**src/asc_pkg.sv**
```systemverilog
package asc_pkg;
   localparam int ASC_ADDR_W = 12;
   localparam int ASC_DATA_W = 32;
   localparam int ASC_SEQS   = 2;
   localparam int ASC_STEPS  = 4;
   localparam logic [ASC_ADDR_W-1:0] ASC_SEQ1_INPUT_SELECT_OFS   = 12'h060;
   localparam logic [ASC_ADDR_W-1:0] ASC_SEQ1_SAMPLE_CONTROL_OFS = 12'h064;
   localparam logic [ASC_ADDR_W-1:0] ASC_SEQ2_INPUT_SELECT_OFS   = 12'h080;
   localparam logic [ASC_ADDR_W-1:0] ASC_SEQ2_SAMPLE_CONTROL_OFS = 12'h084;
   localparam int ASC_MUX_W     = 2;
   localparam int ASC_MUX_SPAN  = 14;
   localparam int ASC_CTL_W     = 16;
   localparam int ASC_GROUP_W   = 4;
   localparam int ASC_PAIR_POS  = 0;
   localparam int ASC_LAST_POS  = 1;
   localparam int ASC_IRQ_POS   = 2;
   localparam int ASC_TEMP_POS  = 3;
   localparam logic [ASC_MUX_SPAN-1:0] ASC_INPUT_SELECT_RST   = 14'h0000;
   localparam logic [ASC_CTL_W-1:0]    ASC_SAMPLE_CONTROL_RST = 16'h0000;
   localparam logic [1:0]              ASC_LAST_STEP          = 2'h3;
   typedef logic [1:0] asc_step_t;
endpackage

```
**src/asc_cfg_if.sv**
```systemverilog
`timescale 1ns/1ps
interface asc_cfg_if;
   logic [asc_pkg::ASC_MUX_SPAN-1:0] input_select;
   logic [asc_pkg::ASC_CTL_W-1:0]    sample_control;
   modport bank
   (
      output input_select,
      output sample_control
   );
   modport walker
   (
      input input_select,
      input sample_control
   );
endinterface

```
**src/asc_seq_mid_config_regs.sv**
```systemverilog
`timescale 1ns/1ps
module asc_seq_mid_config_regs
(
   input  wire logic                            clk,
   input  wire logic                            resetn,
   input  wire logic [asc_pkg::ASC_ADDR_W-1:0]  addr,
   input  wire logic [asc_pkg::ASC_DATA_W-1:0]  wdata,
   input  wire logic                            wr,
   input  wire logic                            rd,
   output logic [asc_pkg::ASC_DATA_W-1:0]       rdata,
   input  wire logic [1:0]                      seq_start,
   input  wire logic [1:0]                      sample_done,
   output logic [1:0]                           seq_active,
   output logic [1:0][1:0]                      seq_step,
   output logic [1:0][1:0]                      step_input_chooser,
   output logic [1:0]                           step_temp_sensor_select,
   output logic [1:0]                           step_irq_enable,
   output logic [1:0]                           step_sequence_last_flag,
   output logic [1:0]                           step_pair_input_select,
   output logic [1:0]                           seq_done
);
   typedef struct packed {
      logic [1:0][asc_pkg::ASC_MUX_SPAN-1:0] input_select;
      logic [1:0][asc_pkg::ASC_CTL_W-1:0]    sample_control;
      logic [asc_pkg::ASC_DATA_W-1:0]        rdata;
   } asc_bank_t;

   asc_bank_t s_r;
   asc_bank_t s_nxt;

   // only step fields are writable; gaps stay zero
   localparam logic [asc_pkg::ASC_MUX_SPAN-1:0] MUX_WMASK = 14'h3333;

   always_comb
   begin
      s_nxt = s_r;
      s_nxt.rdata = '0;
      if (wr)
      begin
         case (addr)
            asc_pkg::ASC_SEQ1_INPUT_SELECT_OFS:
               s_nxt.input_select[0] = wdata[asc_pkg::ASC_MUX_SPAN-1:0] & MUX_WMASK;
            asc_pkg::ASC_SEQ1_SAMPLE_CONTROL_OFS:
               s_nxt.sample_control[0] = wdata[asc_pkg::ASC_CTL_W-1:0];
            asc_pkg::ASC_SEQ2_INPUT_SELECT_OFS:
               s_nxt.input_select[1] = wdata[asc_pkg::ASC_MUX_SPAN-1:0] & MUX_WMASK;
            asc_pkg::ASC_SEQ2_SAMPLE_CONTROL_OFS:
               s_nxt.sample_control[1] = wdata[asc_pkg::ASC_CTL_W-1:0];
            default:
               s_nxt.rdata = '0;
         endcase
      end
      if (rd)
      begin
         case (addr)
            asc_pkg::ASC_SEQ1_INPUT_SELECT_OFS:
               s_nxt.rdata = {18'h00000, s_r.input_select[0]};
            asc_pkg::ASC_SEQ1_SAMPLE_CONTROL_OFS:
               s_nxt.rdata = {16'h0000, s_r.sample_control[0]};
            asc_pkg::ASC_SEQ2_INPUT_SELECT_OFS:
               s_nxt.rdata = {18'h00000, s_r.input_select[1]};
            asc_pkg::ASC_SEQ2_SAMPLE_CONTROL_OFS:
               s_nxt.rdata = {16'h0000, s_r.sample_control[1]};
            default:
               s_nxt.rdata = '0;
         endcase
      end
   end

   always_ff @(posedge clk)
   begin
      if (!resetn)
      begin
         s_r.input_select[0]   <= asc_pkg::ASC_INPUT_SELECT_RST;
         s_r.input_select[1]   <= asc_pkg::ASC_INPUT_SELECT_RST;
         s_r.sample_control[0] <= asc_pkg::ASC_SAMPLE_CONTROL_RST;
         s_r.sample_control[1] <= asc_pkg::ASC_SAMPLE_CONTROL_RST;
         s_r.rdata             <= '0;
      end
      else
         s_r <= s_nxt;
   end

   assign rdata = s_r.rdata;

   genvar g;
   generate
      for (g = 0; g < asc_pkg::ASC_SEQS; g++)
      begin : seq
         asc_cfg_if cfg ();
         assign cfg.input_select   = s_r.input_select[g];
         assign cfg.sample_control = s_r.sample_control[g];
         asc_step_walker u_walk
         (
            .clk                (clk),
            .resetn             (resetn),
            .cfg                (cfg),
            .start              (seq_start[g]),
            .sample_done        (sample_done[g]),
            .active             (seq_active[g]),
            .step               (seq_step[g]),
            .input_chooser      (step_input_chooser[g]),
            .temp_sensor_select (step_temp_sensor_select[g]),
            .irq_enable         (step_irq_enable[g]),
            .sequence_last_flag (step_sequence_last_flag[g]),
            .pair_input_select  (step_pair_input_select[g]),
            .done               (seq_done[g])
         );
      end
   endgenerate
endmodule

```
**src/asc_step_walker.sv**
```systemverilog
`timescale 1ns/1ps
module asc_step_walker
(
   input  wire logic             clk,
   input  wire logic             resetn,
   asc_cfg_if.walker             cfg,
   input  wire logic             start,
   input  wire logic             sample_done,
   output logic                  active,
   output asc_pkg::asc_step_t    step,
   output logic [1:0]            input_chooser,
   output logic                  temp_sensor_select,
   output logic                  irq_enable,
   output logic                  sequence_last_flag,
   output logic                  pair_input_select,
   output logic                  done
);
   typedef struct packed {
      logic               active;
      asc_pkg::asc_step_t step;
      logic [1:0]         chooser;
      logic               temp;
      logic               irq;
      logic               last;
      logic               pair;
      logic               done;
   } asc_walk_t;

   asc_walk_t s_r;
   asc_walk_t s_nxt;

   always_comb
   begin
      logic [3:0] sel;
      logic [3:0] grp;
      sel = 4'h0;
      grp = 4'h0;
      s_nxt = s_r;
      s_nxt.done = 1'b0;
      if (!s_r.active)
      begin
         if (start)
         begin
            s_nxt.active = 1'b1;
            s_nxt.step = 2'h0;
         end
      end
      else if (sample_done)
      begin
         // stop at first flagged step, or after the fourth regardless
         if (s_r.last || s_r.step == asc_pkg::ASC_LAST_STEP)
         begin
            s_nxt.active = 1'b0;
            s_nxt.done = 1'b1;
         end
         else
         begin
            s_nxt.step = s_r.step + 2'h1;
         end
      end
      sel = {s_nxt.step, 2'b00};
      grp = cfg.sample_control[sel +: asc_pkg::ASC_GROUP_W];
      if (s_nxt.active)
      begin
         s_nxt.chooser = cfg.input_select[sel +: asc_pkg::ASC_MUX_W];
         s_nxt.temp = grp[asc_pkg::ASC_TEMP_POS];
         s_nxt.irq = grp[asc_pkg::ASC_IRQ_POS];
         s_nxt.last = grp[asc_pkg::ASC_LAST_POS];
         s_nxt.pair = grp[asc_pkg::ASC_PAIR_POS];
      end
      else
      begin
         s_nxt.chooser = 2'h0;
         s_nxt.temp = 1'b0;
         s_nxt.irq = 1'b0;
         s_nxt.last = 1'b0;
         s_nxt.pair = 1'b0;
      end
   end

   always_ff @(posedge clk)
   begin
      if (!resetn)
         s_r <= '0;
      else
         s_r <= s_nxt;
   end

   assign active             = s_r.active;
   assign step               = s_r.step;
   assign input_chooser      = s_r.chooser;
   assign temp_sensor_select = s_r.temp;
   assign irq_enable         = s_r.irq;
   assign sequence_last_flag = s_r.last;
   assign pair_input_select  = s_r.pair;
   assign done               = s_r.done;
endmodule

```
**config.mk**
```make
export PLATFORM = sky130hd
export DESIGN_NAME = asc_seq_mid_config_regs
export DESIGN_NICKNAME = d
export VERILOG_FILES = /design/src/asc_pkg.sv /design/src/asc_cfg_if.sv /design/src/asc_seq_mid_config_regs.sv /design/src/asc_step_walker.sv
export SDC_FILE = /design/constraint.sdc
export NUM_CORES = 1
export LEC_CHECK = 0
export BUFFER_PORTS_ARGS = -buffer_cell sky130_fd_sc_hd__buf_2
export CORE_MARGIN = 3
export CORE_UTILIZATION = 50
export CTS_CLUSTER_DIAMETER = 40
export DETAILED_ROUTE_END_ITERATION = 8
export HOLD_SLACK_MARGIN = 0.15
export PLACE_DENSITY = 0.8
export SLEW_MARGIN = 20
export SYNTH_ARGS = -nofsm -noshare
export SYNTH_HDL_FRONTEND = slang
export SYNTH_SLANG_ARGS = --single-unit
export TNS_END_PERCENT = 20
```
**constraint.sdc**
```tcl
create_clock -name clk -period 3.09 [get_ports clk]
set_input_delay 0.309 -clock clk [delete_from_list [all_inputs] [get_ports clk]]
set_output_delay 0.309 -clock clk [all_outputs]
set_load 0.1 [all_outputs]
```
==> metrics, run 1 <==
via/cell ratio between 5 and 6; Req. time, crit path around 3.4 ns; Relative slew margins roughly 54%; largest cells by area after synthesis dfxtp_1 (43%), mux2i_1 (12%), nor2b_1 (6.6%); CP max stage cell o21ai_1; Met3 Wirelength 588 um; CTS max path bufs 2; setup bufs post-CTS 0; number of synthesized flops with an enable pin 0; Startpoint Class flip-flop; vias in the first global route approximately 3000; fin area approximately 4300 um^2; largest net degree at the start of global routing 39; post-layout util 57.8%; DP HPWL between 6000 and 7000 um; wl on met1 between 3000 and 4000 um; outcome completed; Mapped Avg Cell Area around 10 um^2; Lkg Pwr about 1.6 nW; Hold Slack between 0.2 and 0.25 ns; initial antenna violation count 0; # IOs between 100 and 150; Core ar. roughly 7400 um^2; Slew @ Worst Pin 0.683 ns; worst-path maximum fanout 8; Clock Latency Late Sink roughly 0.36 ns; Hold Path Class input pin to flip-flop; Starting Density roughly 52%; internal power 1.47 mW; top cell type's share of synthesized area ~43%; Fin. Hold Viols 0; clk_skew ~0.005 ns; worst reg2reg path startpoint seq[0].u_walk.step[0]; most common library cells after synthesis dfxtp_1 (84), mux2i_1 (46), nor2b_1 (41); First-pass DRT Iterations 5; asr flop ratio synth 0%; max-slew violations 0; Primary FF master, synth dfxtp_1; RePlAce Congestion 0.861; Flop pwr share between 50 and 60%; post-synthesis compound-gate area fraction roughly 16%; Ys Warns 0; Pwr per Cell Area around 480 nW/um^2; DRC 0; Simple-Gate Fraction of Synth Area roughly 18%; leading area contributor after synthesis dfxtp_1; post-route minimum period ~2.2 ns; share of post-route cells with drive strength above 1 between 20% and 30%; Clk pin slew, worst setup/hold paths about 0.07 ns; CTS buffer count 9; Layout area overhead 10.2%; Clock Sinks 84; post-cts hold buffer count 0; Synth Area in Adders less than 1%; largest family of logic cells by synthesized area simple AND/OR/NAND/NOR gates; CP Launch Point seq[0].u_walk.step[0]; max frequency between 400 and 500 MHz; RSZ-0062 raised after global routing false; post-route setup TNS 0 ns; WS Path Type flip-flop to flip-flop; Cell variety after synth 47; maximum vdd drop about 180 uV; met2 wire len 4150 um; Crit path largest cell delay roughly 0.53 ns; NetSw 0.578 mW; Top Layer Used met4; Synth Area in XOR/XNOR less than 1%; Syn Std Cell Area between 3000 and 4000 um^2; total global-route track usage between 20% and 30%; fin crit share ~72%; Clk pwr share 33.1%; logic gate share of total power a little over an eighth; Max Cap Viol 0; Overflow after GRT 0; #FFs+latches synth 84; sequential area share after synthesis between 40% and 50%; Total Nets Final 498; Sw Ratio 28.2%; most frequent cell after synthesis dfxtp_1; hold_sp wdata[3]; worst-path cell chain ha_1 -> nor3b_4 -> xnor2_1 -> o21ai_1 -> o221ai_1 -> o31ai_1; Root Driver clkbuf_8; die area ~8900 um^2; Crit. End Element flip-flop; final wirelength about 8800 um; htree depth 3; multiplexer share of the synthesized area between 10 and 15%; CTS tree built; DIE WIDTH 94.2 um; die span in y ~94 um; via count between 3000 and 4000; Arrival @ worst endpoint 2.49 ns; Avg WL per Cell between 15 and 20 um; Final setup viols 0; Post-DP Area just over 4000 um^2; Port Buffers 71; remaining antenna violation count after routing 0; Syn Inst Count 390; ANT cells 0; first-pass GRT wire length 14200 um; DR iter-0 viols approximately 170; post-cts resize count 0; Rows 31
critical path: cells and delay by family (launching register included):
| family | cells | cell delay [ns] |
|---|---|---|
| xor gates and xnor gates | 1 | 0.25 |
| and+or+nand+nor | 1 | 0.31 |
| DFF | 1 | 0.37 |
| adders and majority gates | 1 | 0.26 |
| AOI/OAI and AO/OA | 3 | 0.93 |
state kept, by name, summed over array words and instances (netlist names):
name and count:
seq.u_walk.pair_input_select 2, seq.cfg.sample_control 32, seq.u_walk.temp_sensor_select 2, rdata 16
seq.u_walk.irq_enable 2, seq.cfg.input_select 16, seq.u_walk.active 2, seq.u_walk.done 2
seq.u_walk.sequence_last_flag 2, seq.u_walk.step 4, seq.u_walk.input_chooser 4
final cells by class:
type | instances | area, um^2
flip-flops and latches | 84 | 1680
clock inverters | 2 | 12.5
fillers | 703 | 3120
multi-input cells | 272 | 1920
inverters | 1 | 3.75
well taps | 99 | 124
clock buffers | 11 | 151
repair buffers | 76 | 393
routing by layer:
layer  vias to the layer above  global-route usage (%)
li1                       1454                       -
met1                      1418                    26.5
met2                       124                    33.2
met3                        22                    4.81
met4                         0                    7.22
met5                         -                       0
cell families (layout without fill, tap and decap cells):
kind of cell / after synthesis / after routing
buffers and inverters: 49 / 90
muxes: 48 / 48
xor gates and xnor gates: 1 / 1
other: 1 / 16
DFF: 84 / 84
adders and majority gates: 2 / 2
AOI/OAI and AO/OA: 83 / 83
and+or+nand+nor: 122 / 122
power groups by stage:
stage / Sequential, mW / Clock [mW] / Combinational, mW
6_report: 1.10 / 0.679 / 0.276
5_1_grt: 1.10 / 0.738 / 0.291
4_1_cts: 1.10 / 0.687 / 0.275
3_5_place_dp: 1.12 / 0 / 0.274
3_3_place_gp: 1.12 / 0 / 0.271
2_1_floorplan: 1.14 / 0 / 0.216
per-stage QoR:
stage / setup WS (ns) / power (mW) / cells
after floorplan: 0.581 / 1.36 / 405
after global placement: 0.945 / 1.39 / 532
after detailed placement: 0.853 / 1.39 / 532
after CTS: 0.879 / 2.06 / 545
after global routing: 0.669 / 2.13 / 545
final: 0.864 / 2.05 / 545
placed cells by master (no fill, tap or decap), types with 4 or more instances in the layout:
master / n
o31ai_1: 6
a22oi_1: 8
nor2b_1: 41
buf_2: 71
nand2_1: 20
clkbuf_8: 11
a21boi_0: 12
dfxtp_1: 84
o22a_1: 6
o21ai_0: 16
a222oi_1: 8
mux2i_1: 46
buf_4: 5
and2_1: 5
a22o_1: 8
o221ai_1: 6
nor2_1: 33
o22ai_1: 5
a21oi_1: 4
conb_1: 16
final timing paths:
path / to / slack, ns / cells past startpoint
min reg2reg: seq[0].cfg.sample_control[4] / 0.52 / 2
max: seq[0].u_walk.irq_enable / 0.86 / 6
max reg2reg: seq[0].u_walk.irq_enable / 0.86 / 6
min: seq[0].cfg.sample_control[3] / 0.22 / 3
Power figures use the tool's default switching activity.
==> run 2, diff against run 1 <==
--- a/config.mk
+++ b/config.mk
@@ -5,9 +5,10 @@
 export SDC_FILE = /design/constraint.sdc
 export NUM_CORES = 1
 export LEC_CHECK = 0
+export ABC_AREA = 1
 export BUFFER_PORTS_ARGS = -buffer_cell sky130_fd_sc_hd__buf_2
 export CORE_MARGIN = 3
-export CORE_UTILIZATION = 50
+export CORE_UTILIZATION = 48
 export CTS_CLUSTER_DIAMETER = 40
 export DETAILED_ROUTE_END_ITERATION = 8
 export HOLD_SLACK_MARGIN = 0.15
==> constraint.sdc (replaced) <==
create_clock -name clk -period 2.02 [get_ports clk]
set_input_delay 0.202 -clock clk [delete_from_list [all_inputs] [get_ports clk]]
set_output_delay 0.202 -clock clk [all_outputs]
set_load 0.1 [all_outputs]
==> metrics, run 2 <==
Avg WL per Cell 13.5 um; Req. time, crit path roughly 2.3 ns; commonest non-fill, non-tap cell in the layout nand2_1; Startpoint Class flip-flop; total global-route track usage between 20% and 30%; Crit. End Element flip-flop; setup bufs post-CTS 0; Rows 33; first-pass GRT wire length 17100 um; First-pass DRT Iterations 5; CTS max path bufs 2; most common library cells after synthesis nand2_1 (122), nor2_1 (85), dfxtp_1 (84); Top Usage Layer GRT met2; vias in the first global route 3734; asr flop ratio synth 0%; leading area contributor after synthesis dfxtp_1; top cell type's share of synthesized area 41.1%; Hold Slack 0.157 ns; ANT cells 0; initial antenna violation count 0; Relative slew margins between 50% and 60%; Final setup viols 0; Layout area overhead 17.7%; worst-path cell chain ha_1 -> nor2_4 -> nand3_1 -> nand2_2 -> nand2_4 -> o21ai_1 -> nor2_1 -> nor2_1; grt met1 use between 20 and 30%; max frequency approximately 600 MHz; post-route setup TNS 0 ns; Core ar. between 8000 and 9000 um^2; DP HPWL roughly 7200 um; RePlAce Congestion ~0.86; Reg with most FFs seq.cfg.sample_control; Port Buffers 71; DIE WIDTH 98.3 um; die span in y ~98 um; die area slightly below 10000 um^2; Syn Inst Count slightly below 600; RSZ-0062 raised after global routing false; Sw Ratio approximately 28%; Flop pwr share 44.2%; fin crit share between 80% and 90%; Root Driver clkbuf_8; DRC 0; Clock Sinks 84; via count just under 4000; share of post-route cells with drive strength above 1 about a fifth; final wirelength 10400 um; post-route minimum period 1.66 ns; met3 Usage GRT under 10%; Clk pwr share between 40% and 50%; Lkg Pwr around 2.4 nW; # IOs 104; Ys Warns 0; Regs by FF count seq.cfg.sample_control x32, rdata x16, seq.cfg.input_select x16; largest net degree at the start of global routing about 50; internal power between 2 and 3 mW; max FFs per register 32; outcome completed; Clk pin slew, worst setup/hold paths ~0.090 ns; sequential area share after synthesis 41.1%; commonest cells after routing, fill and taps aside nand2_1 (122), nor2_1 (85), dfxtp_1 (80); via/cell ratio 5.08; post-cts resize count 0; Cell variety after synth 35; CTS tree built; Slew @ Worst Pin around 0.68 ns; Arrival @ worst endpoint 1.96 ns; CTS buffer count 9; CP max stage cell dfxtp_2; number of synthesized flops with an enable pin 0; clk_skew around 0.013 ns; post-cts hold buffer count 15; NetSw 1.06 mW; WS Path Type flip-flop to flip-flop; Clock Latency Late Sink 0.36 ns; most frequent cell after synthesis nand2_1; Overflow after GRT 0; Max Cap Viol 0; #FFs+latches synth 84; Pwr per Cell Area 790 nW/um^2; Filler cells ~750; logic gate share of total power 14.5%; remaining antenna violation count after routing 0; Total Nets Final about 700; Hold Path Class input pin to flip-flop; worst-path maximum fanout 18; Fin. Hold Viols 0; Crit path largest cell delay 0.34 ns; max-slew violations 0; Primary FF master, synth dfxtp_1; Syn Std Cell Area about 4000 um^2; htree depth 3; CP dominant cell by count nor2_1; DR iter-0 viols a little under 300; Mapped Avg Cell Area about 7 um^2; maximum vdd drop between 300 and 400 uV; largest cells by area after synthesis dfxtp_1 (41%), nand2_1 (11%), nand3_1 (9.1%); M2 GR Usage between 30% and 40%; Starting Density 49.5%
==> run 2: cell count changes after synthesis, sizes merged, moves of 13 or more <==
cell   delta
nand3    +77
nor2b    -43
nand2   +104
mux2i    -46
a21oi    +39
o21ai    +13
nor2     +58
inv      +64
==> run 2: through the flow <==
step                      total power [mW]  area [um^2]  worst slack (ns)  utilization, %  instances
after detailed placement              2.25         4400             0.302            53.2        739
final                                 3.81         4810             0.355            58.3        770
after global routing                  3.91         4810             0.204            58.3        770
after CTS                             3.81         4810             0.360            58.3        770
after global placement                2.24         4400             0.352            53.2        739
after floorplan                       2.17         4150             0.239               -        601
==> run 2: cells by family (layout without fill, tap and decap cells) <==
logic type | Yosys count | in the layout | share of synthesized area (%)
simple gates | 306 | 306 | 34.0
buf+inv | 118 | 182 | 14.7
flops | 84 | 84 | 41.1
compound gates | 75 | 75 | 9.45
fa+ha+maj | 2 | 2 | 0.612
other cells | 1 | 16 | 0.0917
==> run 2: layout make-up <==
class | instances | area [um^2] | share of cell area (%)
clock buffer | 13 | 179 | 3.72
sequential | 84 | 1690 | 35.0
clock inverter | 3 | 90.1 | 1.87
tap | 105 | 131 | 2.73
timing repair buffer | 102 | 626 | 13.0
inverter | 64 | 240 | 4.99
multi-input combinational | 399 | 1860 | 38.7
==> run 2: worst max-delay path, delay by kind of cell, from the launching register on <==
family,cells,cell delay [ns]
AO/OA/AOI/OAI,1,0.23
flip-flops,1,0.34
adder cells (fa/ha/maj),1,0.23
AND/OR/NAND/NOR,6,0.81
==> run 2: worst paths after layout <==
| path | start | to | slack, ns | cells past startpoint |
|---|---|---|---|---|
| setup / recovery | seq[0].u_walk.step[0] | seq[0].u_walk.pair_input_select | 0.36 | 8 |
| hold / removal | wdata[5] | seq[0].cfg.input_select[5] | 0.16 | 3 |
| setup reg to reg | seq[0].u_walk.step[0] | seq[0].u_walk.pair_input_select | 0.36 | 8 |
| hold reg to reg | seq[0].cfg.sample_control[11] | rdata[11] | 0.48 | 2 |
==> run 2: routing by layer <==
layer  vias to the layer above  wire length, um  share of wire [%]
met5                         -                0                  0
met4                         0              350                3.4
met3                        29              804                7.8
met2                       163             4810                 46
met1                      1767             4390                 42
li1                       1955                -                  -
==> run 2: power groups by stage <==
stage          clock (mW)  combinational, mW  sequential (mW)
2_1_floorplan           0              0.397             1.78
3_3_place_gp            0              0.519             1.72
3_5_place_dp            0              0.525             1.72
4_1_cts              1.57              0.549             1.68
5_1_grt              1.64              0.588             1.69
6_report             1.57              0.552             1.68
